--- config.mk ---
export PLATFORM = sky130hd
export DESIGN_NAME = sbio_bridge
export DESIGN_NICKNAME = d
export VERILOG_FILES = /design/src/design/sbio_pkg.sv /design/src/design/sbio_bridge.sv /design/src/design/sbio_banner_rom.sv
export VERILOG_INCLUDE_DIRS = /design/src /design/src/design
export SDC_FILE = /design/constraint.sdc
export NUM_CORES = 1
export LEC_CHECK = 0
export ABC_AREA = 1
export BUFFER_PORTS_ARGS = -buffer_cell sky130_fd_sc_hd__buf_4
export CAP_MARGIN = 20
export CORE_ASPECT_RATIO = 1.25
export CORE_UTILIZATION = 53
export CTS_BUF_LIST = sky130_fd_sc_hd__clkbuf_8 sky130_fd_sc_hd__clkbuf_16
export CTS_CLUSTER_DIAMETER = 80
export DETAILED_ROUTE_END_ITERATION = 16
export GPL_TIMING_DRIVEN = 1
export HOLD_SLACK_MARGIN = 0.05
export PLACE_DENSITY_LB_ADDON = 0.05
export SETUP_SLACK_MARGIN = 0.1
export SYNTH_ARGS = -nofsm -noshare
export SYNTH_HDL_FRONTEND = slang
export SYNTH_SLANG_ARGS = --single-unit
export TNS_END_PERCENT = 1
--- constraint.sdc ---
create_clock -name clk_i -period 6.3 [get_ports clk_i]
set_input_delay 0.315 -clock clk_i [delete_from_list [all_inputs] [get_ports clk_i]]
set_output_delay 0.315 -clock clk_i [all_outputs]
set_load 0.02 [all_outputs]
--- src/design/sbio_defines.svh ---
// Behaviour
// - general pins tristate, push-pull, always readable
// - indicator open-drain, one floats, zero pulls
// - clock line open-drain in two-wire mode
// - data line open-drain in two-wire mode
// - held in reset while DTR inactive
// - banner sent over serial at start-up
// - after reset all but indicator inputs
// - indicator blinks slowly after reset
// - blink switchable off, or to fast rate
// - indicator blinks until host disables it
// - pin written zero/one, read by command
// - success byte after command, else error byte
// - read 0xE#, write 0xF# with 0/1
// - 0xC0 blink on/off, 0xC1 rate
`ifndef SBIO_DEFINES_SVH
`define SBIO_DEFINES_SVH

// ****************************************************************
// clock and serial timing
// ****************************************************************
`define SBIO_CLK_HZ 100000000
`define SBIO_BAUD 57600
`define SBIO_BIT_CYCLES (`SBIO_CLK_HZ / `SBIO_BAUD)
`define SBIO_SLOW_HALF_MS 500
`define SBIO_FAST_HALF_MS 125
`define SBIO_SLOW_HALF_CYCLES (`SBIO_CLK_HZ / 1000 * `SBIO_SLOW_HALF_MS)
`define SBIO_FAST_HALF_CYCLES (`SBIO_CLK_HZ / 1000 * `SBIO_FAST_HALF_MS)

// ****************************************************************
// pins
// ****************************************************************
`define SBIO_NUM_PINS 11
`define SBIO_IND_BIT 2
`define SBIO_CLK_LINE_BIT 9
`define SBIO_DATA_LINE_BIT 10

// ****************************************************************
// command bytes
// ****************************************************************
`define SBIO_OP_READ 4'hE
`define SBIO_OP_WRITE 4'hF
`define SBIO_CMD_BLINK_EN 8'hC0
`define SBIO_CMD_BLINK_RATE 8'hC1
`define SBIO_ACK_WRITE 8'hF0
`define SBIO_ACK_BLINK_EN 8'hD0
`define SBIO_ACK_BLINK_RATE 8'hD1
`define SBIO_ERR 8'hFA
`define SBIO_ARG_ZERO 8'h00
`define SBIO_ARG_ONE 8'h01
`define SBIO_PIN_MIN 4'h1
`define SBIO_PIN_MAX 4'hB

// ****************************************************************
// banner
// ****************************************************************
`define SBIO_BANNER_LEN 4'h9

// ****************************************************************
// registers
// ****************************************************************
`define SBIO_ADDR_W 4
`define SBIO_REG_CTRL 4'h0
`define SBIO_REG_PINS 4'h4
`define SBIO_REG_DRIVE 4'h8
`define SBIO_CTRL_BLINK_EN 0
`define SBIO_CTRL_BLINK_FAST 1
`define SBIO_CTRL_TWO_WIRE 2
`define SBIO_CTRL_RESET 3'h1

`endif

--- src/design/sbio_pkg.sv ---
package sbio_pkg;

    typedef enum logic [1:0] {
        SER_IDLE,
        SER_START,
        SER_DATA,
        SER_STOP
    } sbio_ser_state_t;

    typedef enum logic [2:0] {
        CT_FETCH,
        CT_BANNER,
        CT_FIRST,
        CT_SECOND,
        CT_REPLY
    } sbio_ctl_state_t;

endpackage : sbio_pkg

--- src/design/sbio_bridge.sv ---
`timescale 1ns/1ps
`default_nettype none
`include "sbio_defines.svh"

module sbio_bridge #(
    parameter int NUM_PINS = `SBIO_NUM_PINS,
    parameter int BIT_CYCLES = `SBIO_BIT_CYCLES,
    parameter int SLOW_HALF_CYCLES = `SBIO_SLOW_HALF_CYCLES,
    parameter int FAST_HALF_CYCLES = `SBIO_FAST_HALF_CYCLES
) (
    input wire logic clk_i,
    input wire logic reset_i,
    input wire logic rx_i,
    output logic tx_o,
    input wire logic [NUM_PINS-1:0] pin_in_i,
    output logic [NUM_PINS-1:0] pin_out_o,
    output logic [NUM_PINS-1:0] pin_oe_o,
    input wire logic [`SBIO_ADDR_W-1:0] reg_addr_i,
    input wire logic [31:0] reg_wdata_i,
    input wire logic reg_wr_i,
    input wire logic reg_rd_i,
    output logic [31:0] reg_rdata_o
);
    import sbio_pkg::*;

    localparam logic [15:0] BIT_CNT = 16'(BIT_CYCLES - 1);
    localparam logic [15:0] HALF_CNT = 16'(BIT_CYCLES / 2 - 1);
    localparam logic [31:0] SLOW_CNT = 32'(SLOW_HALF_CYCLES - 1);
    localparam logic [31:0] FAST_CNT = 32'(FAST_HALF_CYCLES - 1);

    // ****************************************************************
    // serial receiver
    // ****************************************************************
    sbio_ser_state_t rx_state_reg, rx_state_next;
    logic [15:0] rx_cnt_reg, rx_cnt_next;
    logic [2:0] rx_bit_reg, rx_bit_next;
    logic [7:0] rx_shift_reg, rx_shift_next;
    logic rx_valid_reg, rx_valid_next;

    always_comb begin
        rx_state_next = rx_state_reg;
        rx_cnt_next = rx_cnt_reg;
        rx_bit_next = rx_bit_reg;
        rx_shift_next = rx_shift_reg;
        rx_valid_next = 1'b0;
        unique case (rx_state_reg)
            SER_IDLE: begin
                rx_cnt_next = 16'h0000;
                if (!rx_i) begin
                    rx_state_next = SER_START;
                end
            end
            SER_START: begin
                rx_cnt_next = rx_cnt_reg + 16'h0001;
                if (rx_cnt_reg == HALF_CNT) begin
                    rx_cnt_next = 16'h0000;
                    rx_bit_next = 3'h0;
                    rx_state_next = rx_i ? SER_IDLE : SER_DATA;
                end
            end
            SER_DATA: begin
                rx_cnt_next = rx_cnt_reg + 16'h0001;
                if (rx_cnt_reg == BIT_CNT) begin
                    rx_cnt_next = 16'h0000;
                    rx_shift_next = {rx_i, rx_shift_reg[7:1]};
                    rx_bit_next = rx_bit_reg + 3'h1;
                    if (rx_bit_reg == 3'h7) begin
                        rx_state_next = SER_STOP;
                    end
                end
            end
            SER_STOP: begin
                rx_cnt_next = rx_cnt_reg + 16'h0001;
                if (rx_cnt_reg == BIT_CNT) begin
                    rx_valid_next = rx_i;
                    rx_state_next = SER_IDLE;
                end
            end
        endcase
    end

    always_ff @(posedge clk_i or posedge reset_i) begin
        if (reset_i) begin
            rx_state_reg <= SER_IDLE;
            rx_cnt_reg <= 16'h0000;
            rx_bit_reg <= 3'h0;
            rx_shift_reg <= 8'h00;
            rx_valid_reg <= 1'b0;
        end else begin
            rx_state_reg <= rx_state_next;
            rx_cnt_reg <= rx_cnt_next;
            rx_bit_reg <= rx_bit_next;
            rx_shift_reg <= rx_shift_next;
            rx_valid_reg <= rx_valid_next;
        end
    end

    // ****************************************************************
    // serial transmitter
    // ****************************************************************
    sbio_ser_state_t tx_state_reg, tx_state_next;
    logic [15:0] tx_cnt_reg, tx_cnt_next;
    logic [2:0] tx_bit_reg, tx_bit_next;
    logic [7:0] tx_shift_reg, tx_shift_next;
    logic tx_next;
    logic tx_start;
    logic [7:0] tx_byte;

    always_comb begin
        tx_state_next = tx_state_reg;
        tx_cnt_next = tx_cnt_reg + 16'h0001;
        tx_bit_next = tx_bit_reg;
        tx_shift_next = tx_shift_reg;
        tx_next = tx_o;
        unique case (tx_state_reg)
            SER_IDLE: begin
                tx_cnt_next = 16'h0000;
                tx_next = 1'b1;
                if (tx_start) begin
                    tx_shift_next = tx_byte;
                    tx_next = 1'b0;
                    tx_state_next = SER_START;
                end
            end
            SER_START: begin
                if (tx_cnt_reg == BIT_CNT) begin
                    tx_cnt_next = 16'h0000;
                    tx_bit_next = 3'h0;
                    tx_next = tx_shift_reg[0];
                    tx_state_next = SER_DATA;
                end
            end
            SER_DATA: begin
                if (tx_cnt_reg == BIT_CNT) begin
                    tx_cnt_next = 16'h0000;
                    tx_bit_next = tx_bit_reg + 3'h1;
                    tx_shift_next = {1'b0, tx_shift_reg[7:1]};
                    tx_next = tx_shift_reg[1];
                    if (tx_bit_reg == 3'h7) begin
                        tx_next = 1'b1;
                        tx_state_next = SER_STOP;
                    end
                end
            end
            SER_STOP: begin
                if (tx_cnt_reg == BIT_CNT) begin
                    tx_state_next = SER_IDLE;
                end
            end
        endcase
    end

    always_ff @(posedge clk_i or posedge reset_i) begin
        if (reset_i) begin
            tx_state_reg <= SER_IDLE;
            tx_cnt_reg <= 16'h0000;
            tx_bit_reg <= 3'h0;
            tx_shift_reg <= 8'h00;
            tx_o <= 1'b1;
        end else begin
            tx_state_reg <= tx_state_next;
            tx_cnt_reg <= tx_cnt_next;
            tx_bit_reg <= tx_bit_next;
            tx_shift_reg <= tx_shift_next;
            tx_o <= tx_next;
        end
    end

    // ****************************************************************
    // banner memory
    // ****************************************************************
    logic [3:0] bnr_idx_reg, bnr_idx_next;
    logic [7:0] bnr_data;

    sbio_banner_rom u_rom (
        .clk_i(clk_i),
        .reset_i(reset_i),
        .addr_i(bnr_idx_reg),
        .data_o(bnr_data)
    );

    // ****************************************************************
    // command engine, blink and pin state
    // ****************************************************************
    sbio_ctl_state_t ct_state_reg, ct_state_next;
    logic [7:0] first_reg, first_next;
    logic [7:0] reply_reg, reply_next;
    logic [2:0] ctrl_reg, ctrl_next;
    logic [NUM_PINS-1:0] val_reg, val_next;
    logic [NUM_PINS-1:0] drv_reg, drv_next;
    logic [31:0] blink_cnt_reg, blink_cnt_next;
    logic blink_ph_reg, blink_ph_next;
    logic [31:0] rdata_next;
    logic [3:0] pin_num;
    logic pin_ok;
    logic [3:0] pin_idx;

    assign pin_num = first_reg[3:0];
    assign pin_idx = pin_num - 4'h1;
    assign pin_ok = (pin_num >= `SBIO_PIN_MIN) && (pin_num <= `SBIO_PIN_MAX);

    always_comb begin
        ct_state_next = ct_state_reg;
        first_next = first_reg;
        reply_next = reply_reg;
        ctrl_next = ctrl_reg;
        val_next = val_reg;
        drv_next = drv_reg;
        bnr_idx_next = bnr_idx_reg;
        tx_start = 1'b0;
        tx_byte = reply_reg;
        rdata_next = 32'h0000_0000;
        unique case (ct_state_reg)
            CT_FETCH: begin
                ct_state_next = CT_BANNER;
            end
            CT_BANNER: begin
                if (tx_state_reg == SER_IDLE) begin
                    tx_start = 1'b1;
                    tx_byte = bnr_data;
                    bnr_idx_next = bnr_idx_reg + 4'h1;
                    ct_state_next = (bnr_idx_reg == `SBIO_BANNER_LEN - 4'h1)
                        ? CT_FIRST : CT_FETCH;
                end
            end
            CT_FIRST: begin
                if (rx_valid_reg) begin
                    first_next = rx_shift_reg;
                    ct_state_next = CT_SECOND;
                end
            end
            CT_SECOND: begin
                if (rx_valid_reg) begin
                    ct_state_next = CT_REPLY;
                    reply_next = `SBIO_ERR;
                    if (first_reg[7:4] == `SBIO_OP_READ && pin_ok) begin
                        reply_next = {7'h00, pin_in_i[pin_idx]};
                    end else if (first_reg[7:4] == `SBIO_OP_WRITE && pin_ok
                        && rx_shift_reg[7:1] == 7'h00) begin
                        val_next[pin_idx] = rx_shift_reg[0];
                        drv_next[pin_idx] = 1'b1;
                        reply_next = `SBIO_ACK_WRITE;
                    end else if (rx_shift_reg[7:1] == 7'h00) begin
                        if (first_reg == `SBIO_CMD_BLINK_EN) begin
                            ctrl_next[`SBIO_CTRL_BLINK_EN] = rx_shift_reg[0];
                            reply_next = `SBIO_ACK_BLINK_EN;
                        end else if (first_reg == `SBIO_CMD_BLINK_RATE) begin
                            ctrl_next[`SBIO_CTRL_BLINK_FAST] = rx_shift_reg[0];
                            reply_next = `SBIO_ACK_BLINK_RATE;
                        end
                    end
                end
            end
            CT_REPLY: begin
                if (tx_state_reg == SER_IDLE) begin
                    tx_start = 1'b1;
                    ct_state_next = CT_FIRST;
                end
            end
            default: begin
                ct_state_next = CT_FIRST;
            end
        endcase
        if (reg_wr_i && reg_addr_i == `SBIO_REG_CTRL) begin
            ctrl_next = reg_wdata_i[2:0];
        end
        if (reg_rd_i) begin
            unique case (reg_addr_i)
                `SBIO_REG_CTRL: rdata_next = {29'h0, ctrl_reg};
                `SBIO_REG_PINS: rdata_next = 32'(pin_in_i);
                `SBIO_REG_DRIVE: rdata_next = 32'(pin_oe_o);
                default: rdata_next = 32'h0000_0000;
            endcase
        end
    end

    always_comb begin
        blink_cnt_next = blink_cnt_reg + 32'h0000_0001;
        blink_ph_next = blink_ph_reg;
        if (!ctrl_reg[`SBIO_CTRL_BLINK_EN]) begin
            blink_cnt_next = 32'h0000_0000;
            blink_ph_next = 1'b0;
        end else if (blink_cnt_reg >= (ctrl_reg[`SBIO_CTRL_BLINK_FAST]
            ? FAST_CNT : SLOW_CNT)) begin
            blink_cnt_next = 32'h0000_0000;
            blink_ph_next = !blink_ph_reg;
        end
    end

    // ****************************************************************
    // pin drivers
    // ****************************************************************
    logic [NUM_PINS-1:0] oe_next;
    logic [NUM_PINS-1:0] out_next;

    generate
        for (genvar i = 0; i < NUM_PINS; i++) begin : g_pin
            if (i == `SBIO_IND_BIT) begin : g_ind
                assign out_next[i] = 1'b0;
                assign oe_next[i] = ctrl_reg[`SBIO_CTRL_BLINK_EN]
                    ? blink_ph_reg : !val_reg[i];
            end else if (i == `SBIO_CLK_LINE_BIT
                || i == `SBIO_DATA_LINE_BIT) begin : g_tw
                assign out_next[i] = ctrl_reg[`SBIO_CTRL_TWO_WIRE]
                    ? 1'b0 : val_reg[i];
                assign oe_next[i] = ctrl_reg[`SBIO_CTRL_TWO_WIRE]
                    ? (drv_reg[i] && !val_reg[i]) : drv_reg[i];
            end else begin : g_gen
                assign out_next[i] = val_reg[i];
                assign oe_next[i] = drv_reg[i];
            end
        end
    endgenerate

    always_ff @(posedge clk_i or posedge reset_i) begin
        if (reset_i) begin
            ct_state_reg <= CT_FETCH;
            first_reg <= 8'h00;
            reply_reg <= 8'h00;
            ctrl_reg <= `SBIO_CTRL_RESET;
            val_reg <= '0;
            drv_reg <= '0;
            bnr_idx_reg <= 4'h0;
            blink_cnt_reg <= 32'h0000_0000;
            blink_ph_reg <= 1'b0;
            reg_rdata_o <= 32'h0000_0000;
            pin_out_o <= '0;
            pin_oe_o <= '0;
        end else begin
            ct_state_reg <= ct_state_next;
            first_reg <= first_next;
            reply_reg <= reply_next;
            ctrl_reg <= ctrl_next;
            val_reg <= val_next;
            drv_reg <= drv_next;
            bnr_idx_reg <= bnr_idx_next;
            blink_cnt_reg <= blink_cnt_next;
            blink_ph_reg <= blink_ph_next;
            reg_rdata_o <= rdata_next;
            pin_out_o <= out_next;
            pin_oe_o <= oe_next;
        end
    end

endmodule : sbio_bridge
`default_nettype wire

--- src/design/sbio_banner_rom.sv ---
`timescale 1ns/1ps
`default_nettype none
`include "sbio_defines.svh"

module sbio_banner_rom (
    input wire logic clk_i,
    input wire logic reset_i,
    input wire logic [3:0] addr_i,
    output logic [7:0] data_o
);

    // ****************************************************************
    // banner text, arbitrary neutral value
    // ****************************************************************
    logic [7:0] data_next;

    always_comb begin
        unique case (addr_i)
            4'h0: data_next = 8'h53;
            4'h1: data_next = 8'h42;
            4'h2: data_next = 8'h49;
            4'h3: data_next = 8'h4F;
            4'h4: data_next = 8'h20;
            4'h5: data_next = 8'h72;
            4'h6: data_next = 8'h30;
            4'h7: data_next = 8'h2E;
            4'h8: data_next = 8'h31;
            default: data_next = 8'h00;
        endcase
    end

    always_ff @(posedge clk_i or posedge reset_i) begin
        if (reset_i) begin
            data_o <= 8'h00;
        end else begin
            data_o <= data_next;
        end
    end

endmodule : sbio_banner_rom
`default_nettype wire

# After elaboration in Yosys (flattened, before gate mapping)
# Memory sizes are Yosys's and may differ from the RTL's. A register that Yosys moved wholly into a read port is not among the register bits.
# Cells that the tools add are included.
# totals
inputBits	52
elab_cells	196
mem_bits_ro	112
reg_bits	202
out_inout_bits	55
n_memories	1
# classes
eq_ne	40
addsub	7
n_reduce_logical	42
muxes	74
n_lt_le_gt_ge	5
n_bitwise	2
# memory_table
name	depth	word_bits	rd	rd_ports_with_merged_regs	write_ports	line_no	rtl
(name not given)	16	7	1	1	0	sbio_banner_rom.sv:18	unique case (addr_i)
# op_table
op	n
$mux 32	2
$pmux 16 s4	1
$mux 16	3
$mux 2	18
$pmux 11 s3	1
$add 16x1->16 const B	2
$add 32x1->32 const B	1
$eq 16x11->1 const B	2
$ge 32x26->1	1
$mux 8	4
$pmux 16 s2	1
$ne 2x2->1 const B	14
$mux 26	1
$mux 3	8
$mux 6	4
$mux 1	20
$eq 16x10->1 const B	1
$eq 4x4->1 const B	4
$eq 8x8->1 const B	2
$pmux 2 s4	2
$pmux 8 s2	1
$reduce_bool 2->1	8
$pmux 3 s5	1
$pmux 3 s2	2
34 further kinds	66

# Longest topological paths before layout
# Gate-level depths: netlist of run 1.
# logic_depth
depth_word	9
mapped_depth	14
depth_no_buf	13

# Hierarchy
# A second synthesis of run 1 with hierarchy kept.
# hier_totals
cells_unflattened	1148
hier_area_um2	9197.6
# by_module_without_submodules
module	area_each_um2	seq_area_each_um2	n_inst	cells_per_inst
sbio_bridge	8853.5	4206.5	1	1110
sbio_banner_rom	344.1	175.2	1	38

# Worst setup path after synthesis of run 1
# No wires, ideal clock.
# synth_path
kind	reg2reg
startpoint	register first_reg[0]
endpoint	register val_reg[9]
stages_incl_launch_ff	15
setup_time_ps	117
arrival_ps	1718
slack_ps	4466
path_buffers	1
t_required_ps	6183
period_less_slack_ps	1834
cell_sequence	dfrtp_1 buf_2 inv_2 ha_1 inv_1 nor2_1 nand2_1 nand3_2 nand2_2 inv_2 nand2_4 nor2_4 nand2_1 nand2_1 nand2_1
# synth_between
elab_chain_len	6
word_cells_on_any_way	15
classes_between	add/sub (1); order compare (4); mux (3); bitwise (1); reduce/logical (6)
# synth_rtl
element	line_no	rtl
start: declaration	sbio_bridge.sv:186	logic [7:0] first_reg, first_next;
start signal: assignment	sbio_bridge.sv:331	first_reg <= first_next;
$sub 4x1->4	sbio_bridge.sv:199	assign pin_idx = pin_num - 4'h1;
$lt 4x5->1 (not written as such) or $ge 4x1->1 (tied branches)	sbio_bridge.sv:240	val_next[pin_idx] = rx_shift_reg[0];
$logic_and 1x1->1 (not written as such)	sbio_bridge.sv:240	
$mux 1 (not written as such)	sbio_bridge.sv:240	
$demux 1 s4	sbio_bridge.sv:240	
$bwmux 11	sbio_bridge.sv:240	
end signal: assignment	sbio_bridge.sv:334	val_reg <= val_next;
end: declaration	sbio_bridge.sv:189	logic [NUM_PINS-1:0] val_reg, val_next;
# Several ways; a longest one is shown, not always the timed one.
# A chain may end at the register's enable or synchronous reset.

# Worst setup path in the final report of run 1
# layout_path
startpoint	register ctrl_reg[1]
endpoint	register blink_ph_reg
# layout_between
elab_chain_len	3
# layout_rtl
element	line_no	rtl
start: declaration	sbio_bridge.sv:188	logic [2:0] ctrl_reg, ctrl_next;
start signal: assignment	sbio_bridge.sv:320	ctrl_reg <= `SBIO_CTRL_RESET;
start signal: assignment	sbio_bridge.sv:333	ctrl_reg <= ctrl_next;
$mux 26	sbio_bridge.sv:283	end else if (blink_cnt_reg >= (ctrl_reg[`SBIO_CTRL_BLINK_FAST]
$ge 32x26->1	sbio_bridge.sv:283	
$ne 2x1->1 (no source line)	-	
end signal: assignment	sbio_bridge.sv:338	blink_ph_reg <= blink_ph_next;
end: declaration	sbio_bridge.sv:192	logic blink_ph_reg, blink_ph_next;
# No other way between the ends.

==> results.txt, run 1 <==
Horiz. Die Dim: 120 µm
Initial DRC count: 393
Type of the worst setup path: register to register
Post-synth EDFFs: 0
Synth Instances: 1129
Primary FF master, synth: dfrtp_1
Leakage: 5.20 nW
Register area share after synthesis: 47.7%
Initial antenna violation count: 0
Diode count: 0
Placed cell areas: 0.00971 mm²
Relative slew slack: 36.7%
Synth area leader: dfrtp_1
Non-Filler Instances: 1425
Seq cells post-synth: 175
WP data required: 6.61 ns
Syn Std Cell Area: 0.00920 mm²
CORE AREA: 0.0169 mm²
# clock sinks: 175
Slowest cell on the critical path: dfrtp_1
First-pass GRT wire length: 31900 µm
Reg2reg path depth: 12
Worst-Skew Late Latency: 0.43 ns
Final period util: 36.9%
Power Total: 2.43 mW
Tightest Pin Transition: 0.949 ns
Clock Path Buffers: 2
Post_cts resized: 0
Largest stage delay, worst path: 0.56 ns
Sequential fraction of design power: 48.0%
DR vias/cell: 4.98
Pre-CTS worst setup slack: 3.97 ns
Post-synth ARST share: 100%
Netlist cell types: 50
Post-CTS setup buffers: 0
Max reg flops: 32
TritonCTS clock tree: yes
Die Area: 0.0179 mm²
Post-Syn Area per Cell: 8.14 µm²
CTS buffer count: 17
Crit-path cells: inv_1, ha_1, nand2_1, inv_1, nand2_1, nand2_1, a21oi_1, nand2_1, nand2_1, nand3_4, nand2_1, nand2_1
First-pass DRT Iterations: 6
VDD IR max: 0.216 mV
Reg clk slew, reported paths: 0.07 ns
Pin count of the biggest net entering global routing: 100
Final Net Count: 1273
Number of I/O port buffers: 55
Critical Path Most Common Cell: nand2_1
Ys Warns: 0
Worst hold-check path type: input port to asynchronous set/reset pin
Max cap viols: 0
WP depth: 12
Hold Slack: 0.0233 ns
Dpl cells: 1393
Post-layout util: 61.1%
Crit path DAT: 2.64 ns
Status: complete, no violations
Internal power: 1.83 mW
Final setup margin: 3.98 ns
Element type at the critical path end: register
Synth top area share: 47.1%
CTS Hold Bufs: 0
Routed WL: 18700 µm
WL/cell: 13.2 µm
Max Freq: 430 MHz
PD cells: 236 mW/mm²
Post-DP HPWL: 13700 µm
Design area: 0.0103 mm²
Die H: 149 µm
Setup crit start kind: register
GRT overflow: 0
Routability congestion estimate: 0.895
Fraction of layout cells with a size suffix above 1: 12.3%
Net Sw Power: 0.604 mW
Top-count cell post-synth: nand2_1
Min cycle time layout: 2.32 ns
Part of the power in combinational logic: 6.9%
Final hold violation count: 0
Delay-heaviest family, CP: simple AND/OR/NAND/NOR gates
RSZ-0062 raised after global routing: no
Sw Ratio: 24.8%
Top cells by area, synth: dfrtp_1, nand2_1, inv_1
DR vias: 7101
Clk pwr share: 45.1%
Area delta synth->final: 12.4%
Vias in the first global route: 6841
Most instantiated cells after synthesis: nand2_1, dfrtp_1, inv_1, nor2_1, nand3_1
CP bufs+invs: 2
Max FO, Critical Path: 28
I/O Pins: 107
CTS Root Cell: clkbuf_16
Drt drc: 0
Gr usage total: 22.5%
Clk_skew: 0.00888 ns
Fin. max-slew vios: 0
TNS Setup: 0 ns
Setup-failing EPs final: 0
H-Tree Depth: 4
Post-route ant nets: 0
Initial core utilization: 54.4%
Rows: 53
[path summary, 6_finish.rpt]
path / startpoint / endpoint / slack (ns)
worst max-delay path: ctrl_reg[1]$_DFFE_PP0P_ / blink_ph_reg$_DFFE_PP0P_ / 3.98
worst max register to register: ctrl_reg[1]$_DFFE_PP0P_ / blink_ph_reg$_DFFE_PP0P_ / 3.98
min in group clk_i: reg_wdata_i[2] / ctrl_reg[2]$_DFFE_PP0P_ / 0.10
worst min-delay path: reset_i / blink_cnt_reg[10]$_DFF_PP0_ / 0.02
worst min register to register: drv_reg[6]$_DFFE_PP0P_ / pin_oe_o[6]$_DFF_PP0_ / 0.38
max in group asynchronous: reset_i / rx_cnt_reg[7]$_DFF_PP0_ / 4.80
[power groups by stage]
stage	logic [mW]	clock network [mW]	registers, mW
finish	0.169	1.10	1.17
global route	0.202	1.17	1.17
CTS	0.172	1.13	1.17
detailed placement	0.172	0	1.19
global placement	0.170	0	1.19
floorplan	0.142	0	1.18
[kinds of logic (layout without fill, tap and decap cells)]
group	after synthesis	in the layout	share of synthesized area [%]
multiplexers	2	2	0.218
adder cells (fa/ha/maj)	29	29	3.95
AND/OR/NAND/NOR	591	591	29.2
flip-flops	175	175	47.7
buffers and inverters	197	247	9.54
AO/OA/AOI/OAI	98	98	5.97
other	1	27	0.0408
XOR/XNOR	36	36	3.43
[layer usage]
metal	share of wire (%)	global-route usage, %
met4	2.2	8.25
met2	51	40.0
met3	2.3	3.63
met1	44	27.6
met5	0	0
[layout by cell type (no fill, tap or decap), types with 6 or more instances in the layout]
cell | Yosys | final
a21oi_1 | 32 | 32
buf_4 | 24 | 56
clkbuf_16 | 0 | 17
conb_1 | 1 | 27
dfrtp_1 | 173 | 173
ha_1 | 29 | 29
inv_1 | 150 | 149
inv_2 | 9 | 9
nand2_1 | 274 | 274
nand2_2 | 7 | 7
nand3_1 | 87 | 87
nand4_1 | 23 | 23
nor2_1 | 131 | 131
nor2_2 | 11 | 11
nor2_4 | 7 | 7
nor3_1 | 23 | 23
nor3_2 | 6 | 6
o21ai_0 | 38 | 38
xnor2_1 | 6 | 6
xor2_1 | 30 | 30
[area by class of cell]
type / instances / area, µm²
clock buffer: 18 / 439
clock inverter: 14 / 179
fill: 1577 / 6580
inverter: 159 / 602
multi-input combinational: 783 / 4030
sequential: 175 / 4380
tap: 220 / 275
timing repair buffer: 56 / 420
Power figures use the tool's default switching activity.
==> inputs of run 2 (changes only) <==
--- a/config.mk
+++ b/config.mk
@@ -6,7 +6,7 @@
 export SDC_FILE = /design/constraint.sdc
 export NUM_CORES = 1
 export LEC_CHECK = 0
-export ABC_AREA = 1
+export ABC_AREA = 0
 export BUFFER_PORTS_ARGS = -buffer_cell sky130_fd_sc_hd__buf_4
 export CAP_MARGIN = 20
 export CORE_ASPECT_RATIO = 1.25
==> constraint.sdc (replaced) <==
create_clock -name clk_i -period 2.3 [get_ports clk_i]
set_input_delay 0.115 -clock clk_i [delete_from_list [all_inputs] [get_ports clk_i]]
set_output_delay 0.115 -clock clk_i [all_outputs]
set_load 0.02 [all_outputs]
==> run 2 against run 1 <==
  * Wire length is 11% lower
  * Global-route usage down 0.057 points
  * Non-clock buffer count is 50 higher
  * Die area fell by 8.5%
==> results.txt, run 2 <==
Top-count cell post-synth: dfrtp_1 (was nand2_1)
Routed WL: 16700 µm (was 18700 µm)
Post-synth ARST share: 100% (unchanged)
Setup-failing EPs final: 0 (unchanged)
Gr usage total: 22.5% (about the same)
Relative slew slack: 46.9% (was 36.7%)
Clk_skew: 0.00898 ns (was 0.00888 ns)
Clk pwr share: 48.2% (was 45.1%)
Worst-Skew Late Latency: 0.43 ns (about the same)
Reg-to-reg startpoint: rx_shift_reg[3]$_DFFE_PP0P_ (was ctrl_reg[1]$_DFFE_PP0P_)
Final Net Count: 967 (was 1273)
DR vias/cell: 5.27 (was 4.98)
Synth Area in XOR/XNOR: 6.05% (was 3.43%)
Most frequent cells in the layout: dfrtp_1, nor2_1, buf_4 (was nand2_1, dfrtp_1, inv_1)
PD cells: 659 mW/mm² (was 236 mW/mm²)
Commonest non-fill, non-tap cell in the layout: dfrtp_1 (was nand2_1)
Post-Synth Simple-Gate Area: 18.6% (was 29.2%)
CTS Root Cell: clkbuf_16 (unchanged)
R2R Path End: val_reg[3]$_DFFE_PP0P_ (was blink_ph_reg$_DFFE_PP0P_)
Setup crit start kind: register (unchanged)
Leakage: 4.73 nW (was 5.20 nW)
Clock Path Buffers: 2 (unchanged)
Syn Std Cell Area: 0.00840 mm² (was 0.00920 mm²)
Sequential fraction of design power: 47.3% (was 48.0%)
# clock sinks: 175 (unchanged)
Pin count of the biggest net entering global routing: 40 (was 100)
Tightest Pin Transition: 0.796 ns (was 0.949 ns)
Multiplexer area fraction after synthesis: 7.36% (was 0.218%)
Reg clk slew, reported paths: 0.07 ns (about the same)
Min cycle time layout: 2.23 ns (was 2.32 ns)
Worst hold-check path type: input port to register (was input port to asynchronous set/reset pin)
Final setup margin: 0.0716 ns (was 3.98 ns)
Max Freq: 449 MHz (was 430 MHz)
Post-route ant nets: 0 (unchanged)
Die Area: 0.0164 mm² (was 0.0179 mm²)
Sw Ratio: 22.2% (was 24.8%)
Crit path DAT: 2.55 ns (was 2.64 ns)
WL/cell: 15.1 µm (was 13.2 µm)
Adder-Cell Fraction of Synth Area: 4.32% (was 3.95%)
Most instantiated cells after synthesis: dfrtp_1, nor2_1, nand2_1, mux2_2, xnor2_1 (was nand2_1, dfrtp_1, inv_1, nor2_1, nand3_1)
Element type at the critical path end: register (unchanged)
Drt drc: 0 (unchanged)
R2r setup slk: 0.07 ns (was 3.98 ns)
Pre-CTS worst setup slack: 0.0235 ns (was 3.97 ns)
Routability congestion estimate: 0.828 (was 0.895)
Final hold violation count: 0 (unchanged)
Status: complete, no violations (unchanged)
Non-Filler Instances: 1110 (was 1425)
TritonCTS clock tree: yes (unchanged)
Rows: 51 (was 53)
GRT overflow: 0 (unchanged)
Reg2reg path depth: 6 (was 12)
Power Total: 6.65 mW (was 2.43 mW)
Hold Path Depth: 5
RSZ-0062 raised after global routing: yes (was no)
First-pass GRT wire length: 28700 µm (was 31900 µm)
Compound-Gate Fraction of Synth Area: 6.90% (was 5.97%)
Max FO, Critical Path: 6 (was 28)
Fraction of layout cells with a size suffix above 1: 22.7% (was 12.3%)
Largest family of logic cells by synthesized area: simple AND/OR/NAND/NOR gates (unchanged)
Area delta synth->final: 20.2% (was 12.4%)
Post-synth EDFFs: 0 (unchanged)
Max cap viols: 0 (unchanged)
Min-delay src: pin_in_i[1]
Dpl cells: 1058 (was 1393)
Part of the power in combinational logic: 4.6% (was 6.9%)
Type of the worst setup path: register to register (unchanged)
Register area share after synthesis: 52.2% (was 47.7%)
I/O Pins: 107 (unchanged)
Ys Warns: 0 (unchanged)
Number of I/O port buffers: 55 (unchanged)
H-Tree Depth: 4 (unchanged)
Internal power: 5.18 mW (was 1.83 mW)
Vias in the first global route: 5958 (was 6841)
Horiz. Die Dim: 115 µm (was 120 µm)
Die H: 143 µm (was 149 µm)
Net Sw Power: 1.47 mW (was 0.604 mW)
WHS Endpoint: reg_rdata_o[1]$_DFF_PP0_
First-pass DRT Iterations: 5 (was 6)
VDD IR max: 0.515 mV (was 0.216 mV)
Synth Instances: 788 (was 1129)
Fin. max-slew vios: 0 (unchanged)
Initial core utilization: 54.2% (was 54.4%)
Initial DRC count: 344 (was 393)
Post-DP HPWL: 11900 µm (was 13700 µm)
Top cells by area, synth: dfrtp_1, mux2_2, nor2_1 (was dfrtp_1, nand2_1, inv_1)
Initial antenna violation count: 0 (unchanged)
CTS buffer count: 17 (unchanged)
Post-Syn Area per Cell: 10.7 µm² (was 8.14 µm²)
Seq cells post-synth: 175 (unchanged)
Max reg flops: 32 (unchanged)
Synth top area share: 51.5% (was 47.1%)
Hold Slack: 0.0649 ns (was 0.0233 ns)
WP data required: 2.62 ns (was 6.61 ns)
Synth area leader: dfrtp_1 (unchanged)
DR vias: 5855 (was 7101)
Final period util: 96.9% (was 36.9%)
Primary FF master, synth: dfrtp_1 (unchanged)
Netlist cell types: 69 (was 50)
CORE AREA: 0.0155 mm² (was 0.0169 mm²)
Diode count: 0 (unchanged)
[run 2: cell count changes after synthesis, moves of 15 or more]
cell	change
a21oi_1	-15
clkbuf_1	+22
inv_1	-125
mux2_2	+38
nand2_1	-223
nand3_1	-55
nor2_1	-27
nor2b_1	+16
xnor2_1	+30
[run 2: worst max path at each step]
stage,from,end,slack (ns),cells after the start
after floorplan,reset_i,asynchronous set/reset pin,-0.05,1
after global placement,rx_shift_reg[3]$_DFFE_PP0P_,val_reg[5]$_DFFE_PP0P_,0.03,6
after detailed placement,rx_shift_reg[3]$_DFFE_PP0P_,val_reg[0]$_DFFE_PP0P_,0.02,6
after CTS,rx_shift_reg[3]$_DFFE_PP0P_,val_reg[5]$_DFFE_PP0P_,0.06,6
after global routing,rx_shift_reg[3]$_DFFE_PP0P_,val_reg[5]$_DFFE_PP0P_,0.02,6
final,rx_shift_reg[3]$_DFFE_PP0P_,val_reg[3]$_DFFE_PP0P_,0.07,6
[run 2: cell families after synthesis]
kind of cell,count (synthesis)
adder cells (fa/ha/maj),29
other,1
XOR/XNOR,58
flip-flops,175
buffers and inverters,78
AND/OR/NAND/NOR,306
multiplexers,54
AO/OA/AOI/OAI,87
[run 2: layer usage]
layer / routed length, µm / share of wire, % / track usage [%] / vias up
li1: - / - / - / 2852
met1: 7330 / 44 / 28.5 / 2891
met2: 8650 / 52 / 37.7 / 86
met3: 413 / 2.5 / 4.84 / 26
met4: 341 / 2.0 / 8.54 / 0
met5: 0 / 0 / 0 / -
[run 2: what timing repair did]
action                                 4_1_cts  5_1_grt
hold buffers                                14        0
resized for setup                           16        3
setup endpoints to repair                   16       59
pin swaps                                    6        1
setup buffers                                5        1
gates cloned                                 1        0
endpoints found under the hold margin       41        0
[run 2: power by group through the flow]
stage / logic (mW) / registers, mW / clock network, mW
2_1_floorplan: 0.194 / 3.20 / 0
3_3_place_gp: 0.280 / 3.20 / 0
3_5_place_dp: 0.288 / 3.20 / 0
4_1_cts: 0.308 / 3.14 / 3.26
5_1_grt: 0.343 / 3.15 / 3.39
6_report: 0.303 / 3.15 / 3.20
[run 2: cell type report]
cell class	count	area (µm²)
clock buffers	17	425
clock inverters	14	231
fillers	1233	5410
inverters	25	97.6
multi-input cells	561	3810
flip-flops and latches	175	4380
well taps	212	265
repair buffers	106	881
[run 2: worst max-delay path, cell delays in order (launching register included)]
cell and delay (ns):
dfrtp_1 0.40, or4_4 0.55, or2_4 0.28, nor4_4 0.19
buf_4 0.21, and3_4 0.19, mux2_4 0.30
[run 2: stage by stage]
stage          TNS [ns]  util [%]  area [µm²]
2_1_floorplan     -9.00         -        8500
3_3_place_gp          0      59.1        9170
3_5_place_dp          0      59.1        9170
4_1_cts               0      65.0       10100
5_1_grt               0      65.1       10100
6_report              0      65.1       10100
==> inputs of run 3 (changes only) <==
==> constraint.sdc (replaced) <==
create_clock -name clk_i -period 2.2 [get_ports clk_i]
set_input_delay 0.11 -clock clk_i [delete_from_list [all_inputs] [get_ports clk_i]]
set_output_delay 0.11 -clock clk_i [all_outputs]
set_load 0.02 [all_outputs]
==> run 3 against run 2 <==
  * The flow now finishes with violations (setup timing)
  * Clock power is 1% higher
  * Fmax up 1.2%
  * Critical path depth is the same
  * Global-route usage is 0.30 points lower
  * Wire length rose by 2.5%
  * Clock skew up 0.00074 ns
  * First-iteration DRC count down 38%
  * Cell count up 0.90%
  * Register-to-register slack got worse by 0.07 ns
  * Core utilization rose by 0.73 points
  * Count of clock-buffer cells in the layout did not move
  * Via count up 2.6%
  * Critical endpoint unchanged
  * Largest cell class unchanged
  * Largest power group is now registers
==> results.txt, run 3 (synthesis results as in run 2) <==
Status: complete, but fails checks (was complete, no violations)
Failing checks: setup timing
CORE AREA: 0.0155 mm² (unchanged)
VDD IR max: 0.545 mV (was 0.515 mV)
Part of the power in combinational logic: 4.6% (about the same)
PD cells: 670 mW/mm² (was 659 mW/mm²)
Post-DP HPWL: 11900 µm (about the same)
Post-route ant nets: 0 (unchanged)
Type of the worst setup path: register to register (unchanged)
Max FO, Critical Path: 6 (unchanged)
Slowest cell on the critical path: or4_4 (unchanged)
TritonCTS clock tree: yes (unchanged)
Area delta synth->final: 21.5% (was 20.2%)
# clock sinks: 175 (unchanged)
Initial antenna violation count: 0 (unchanged)
Die Area: 0.0164 mm² (unchanged)
Largest stage delay, worst path: 0.53 ns (was 0.55 ns)
Sequential fraction of design power: 48.0% (was 47.3%)
Horiz. Die Dim: 115 µm (unchanged)
Clk pwr share: 47.4% (was 48.2%)
Vias in the first global route: 6065 (was 5958)
Gr usage total: 22.2% (was 22.5%)
Initial core utilization: 54.2% (unchanged)
DR vias/cell: 5.36 (was 5.27)
Clk_skew: 0.00972 ns (was 0.00898 ns)
Most frequent cells in the layout: dfrtp_1, nor2_1, buf_4 (unchanged)
Relative slew slack: 45.9% (was 46.9%)
CTS buffer count: 17 (unchanged)
Worst-Skew Late Latency: 0.43 ns (about the same)
Commonest non-fill, non-tap cell in the layout: dfrtp_1 (unchanged)
H-Tree Depth: 4 (unchanged)
Routed WL: 17200 µm (was 16700 µm)
Pin count of the biggest net entering global routing: 112 (was 40)
Final period util: 100% (was 96.9%)
Worst hold-check path type: input port to register (unchanged)
First-pass DRT Iterations: 4 (was 5)
Fillers: 1255 (was 1233)
Post-layout util: 65.8% (was 65.1%)
CTS Root Cell: clkbuf_16 (unchanged)
Internal power: 5.29 mW (was 5.18 mW)
GRT overflow: 0 (unchanged)
RSZ-0062 raised after global routing: yes (unchanged)
Max reg flops: 32 (unchanged)
DR vias: 6005 (was 5855)
Final setup margin: -0.00223 ns (was 0.0716 ns)
Max Freq: 454 MHz (was 449 MHz)
Final hold violation count: 0 (unchanged)
Clock Path Buffers: 2 (unchanged)
Min cycle time layout: 2.20 ns (was 2.23 ns)
Sw Ratio: 22.6% (was 22.2%)
Max cap viols: 0 (unchanged)
Number of I/O port buffers: 55 (unchanged)
Fraction of layout cells with a size suffix above 1: 25.0% (was 22.7%)
Final Net Count: 977 (was 967)
WL/cell: 15.3 µm (was 15.1 µm)
Power Total: 6.84 mW (was 6.65 mW)
Rows: 51 (unchanged)
I/O Pins: 107 (unchanged)
Setup-failing EPs final: 1 (was 0)
Element type at the critical path end: register (unchanged)
Drt drc: 0 (unchanged)
Routability congestion estimate: 0.828 (about the same)
Leakage: 4.78 nW (was 4.73 nW)
First-pass GRT wire length: 28400 µm (was 28700 µm)
Crit-path cells: or4_4, or2_4, nor4_4, buf_4, and3_1, mux2_2 (was or4_4, or2_4, nor4_4, buf_4, and3_4, mux2_4)
WP data required: 2.52 ns (was 2.62 ns)
Net Sw Power: 1.55 mW (was 1.47 mW)
Setup crit start kind: register (unchanged)
Hold Slack: 0.0840 ns (was 0.0649 ns)
Reg clk slew, reported paths: 0.07 ns (about the same)
Crit path DAT: 2.52 ns (was 2.55 ns)
Diode count: 0 (unchanged)
Tightest Pin Transition: 0.811 ns (was 0.796 ns)
Fin. max-slew vios: 0 (unchanged)
Initial DRC count: 213 (was 344)
Die H: 143 µm (unchanged)
## run 3: power by group through the flow
stage               combinational (mW)  sequential, mW  clock, mW
floorplan                        0.203            3.35          0
global placement                 0.285            3.35          0
detailed placement               0.293            3.35          0
CTS                              0.317            3.29       3.29
global route                     0.352            3.29       3.43
finish                           0.313            3.29       3.24
## run 3: critical path, delay by kind of cell (launching register included)
kind / cells / cell delay (ns)
buffers and inverters: 1 / 0.21
AND/OR/NAND/NOR: 4 / 1.18
multiplexers: 1 / 0.33
flip-flops: 1 / 0.37
## run 3: repair_timing
action	CTS	global route
endpoints found under the hold margin	190	0
buffers inserted	2	0
cloned	1	0
hold buffers	14	0
setup endpoints to repair	49	83
pin swaps	2	10
resized for setup	13	30
## run 3: worst paths after layout
check	start	endpoint	slack (ns)	depth (start not counted)
setup / recovery	rx_shift_reg[7]$_DFFE_PP0P_	val_reg[3]$_DFFE_PP0P_	-0.002	6
hold / removal	pin_in_i[0]	reg_rdata_o[0]$_DFF_PP0_	0.08	5
setup reg to reg	rx_shift_reg[7]$_DFFE_PP0P_	val_reg[3]$_DFFE_PP0P_	-0.002	6
hold reg to reg	drv_reg[8]$_DFFE_PP0P_	pin_oe_o[8]$_DFF_PP0_	0.37	0
max in group asynchronous	reset_i	rx_cnt_reg[13]$_DFF_PP0_	1.07	4
min in group asynchronous	reset_i	ct_state_reg[2]$_DFFE_PP0P_	0.42	4
## run 3: area by class of cell
| cell class | count | area, µm² | area share (%) |
|---|---|---|---|
| sequential | 175 | 4390 | 43.0 |
| multi-input combinational | 561 | 3890 | 38.1 |
| timing repair buffer | 116 | 942 | 9.23 |
| clock buffer | 17 | 425 | 4.17 |
| tap | 212 | 265 | 2.60 |
| clock inverter | 14 | 205 | 2.01 |
| inverter | 25 | 97.6 | 0.956 |
## run 3: routing by layer
| layer | global-route usage (%) | up-vias | wire length [µm] |
|---|---|---|---|
| li1 | - | 2888 | - |
| met1 | 26.9 | 3000 | 7410 |
| met2 | 38.9 | 90 | 9040 |
| met3 | 4.50 | 27 | 421 |
| met4 | 8.00 | 0 | 292 |
| met5 | 0 | - | 0 |
## run 3: metrics by stage
stage | instances | setup WS [ns] | cell area, µm² | TNS, ns
after floorplan | 814 | -0.147 | 8500 | -25.94
after global placement | 1072 | -0.0550 | 9250 | -0.287
after detailed placement | 1072 | -0.0442 | 9250 | -0.224
after CTS | 1120 | -0.00832 | 10100 | -0.0168
after global routing | 1120 | -0.0763 | 10200 | -0.417
final | 1120 | -0.00223 | 10200 | -0.00223
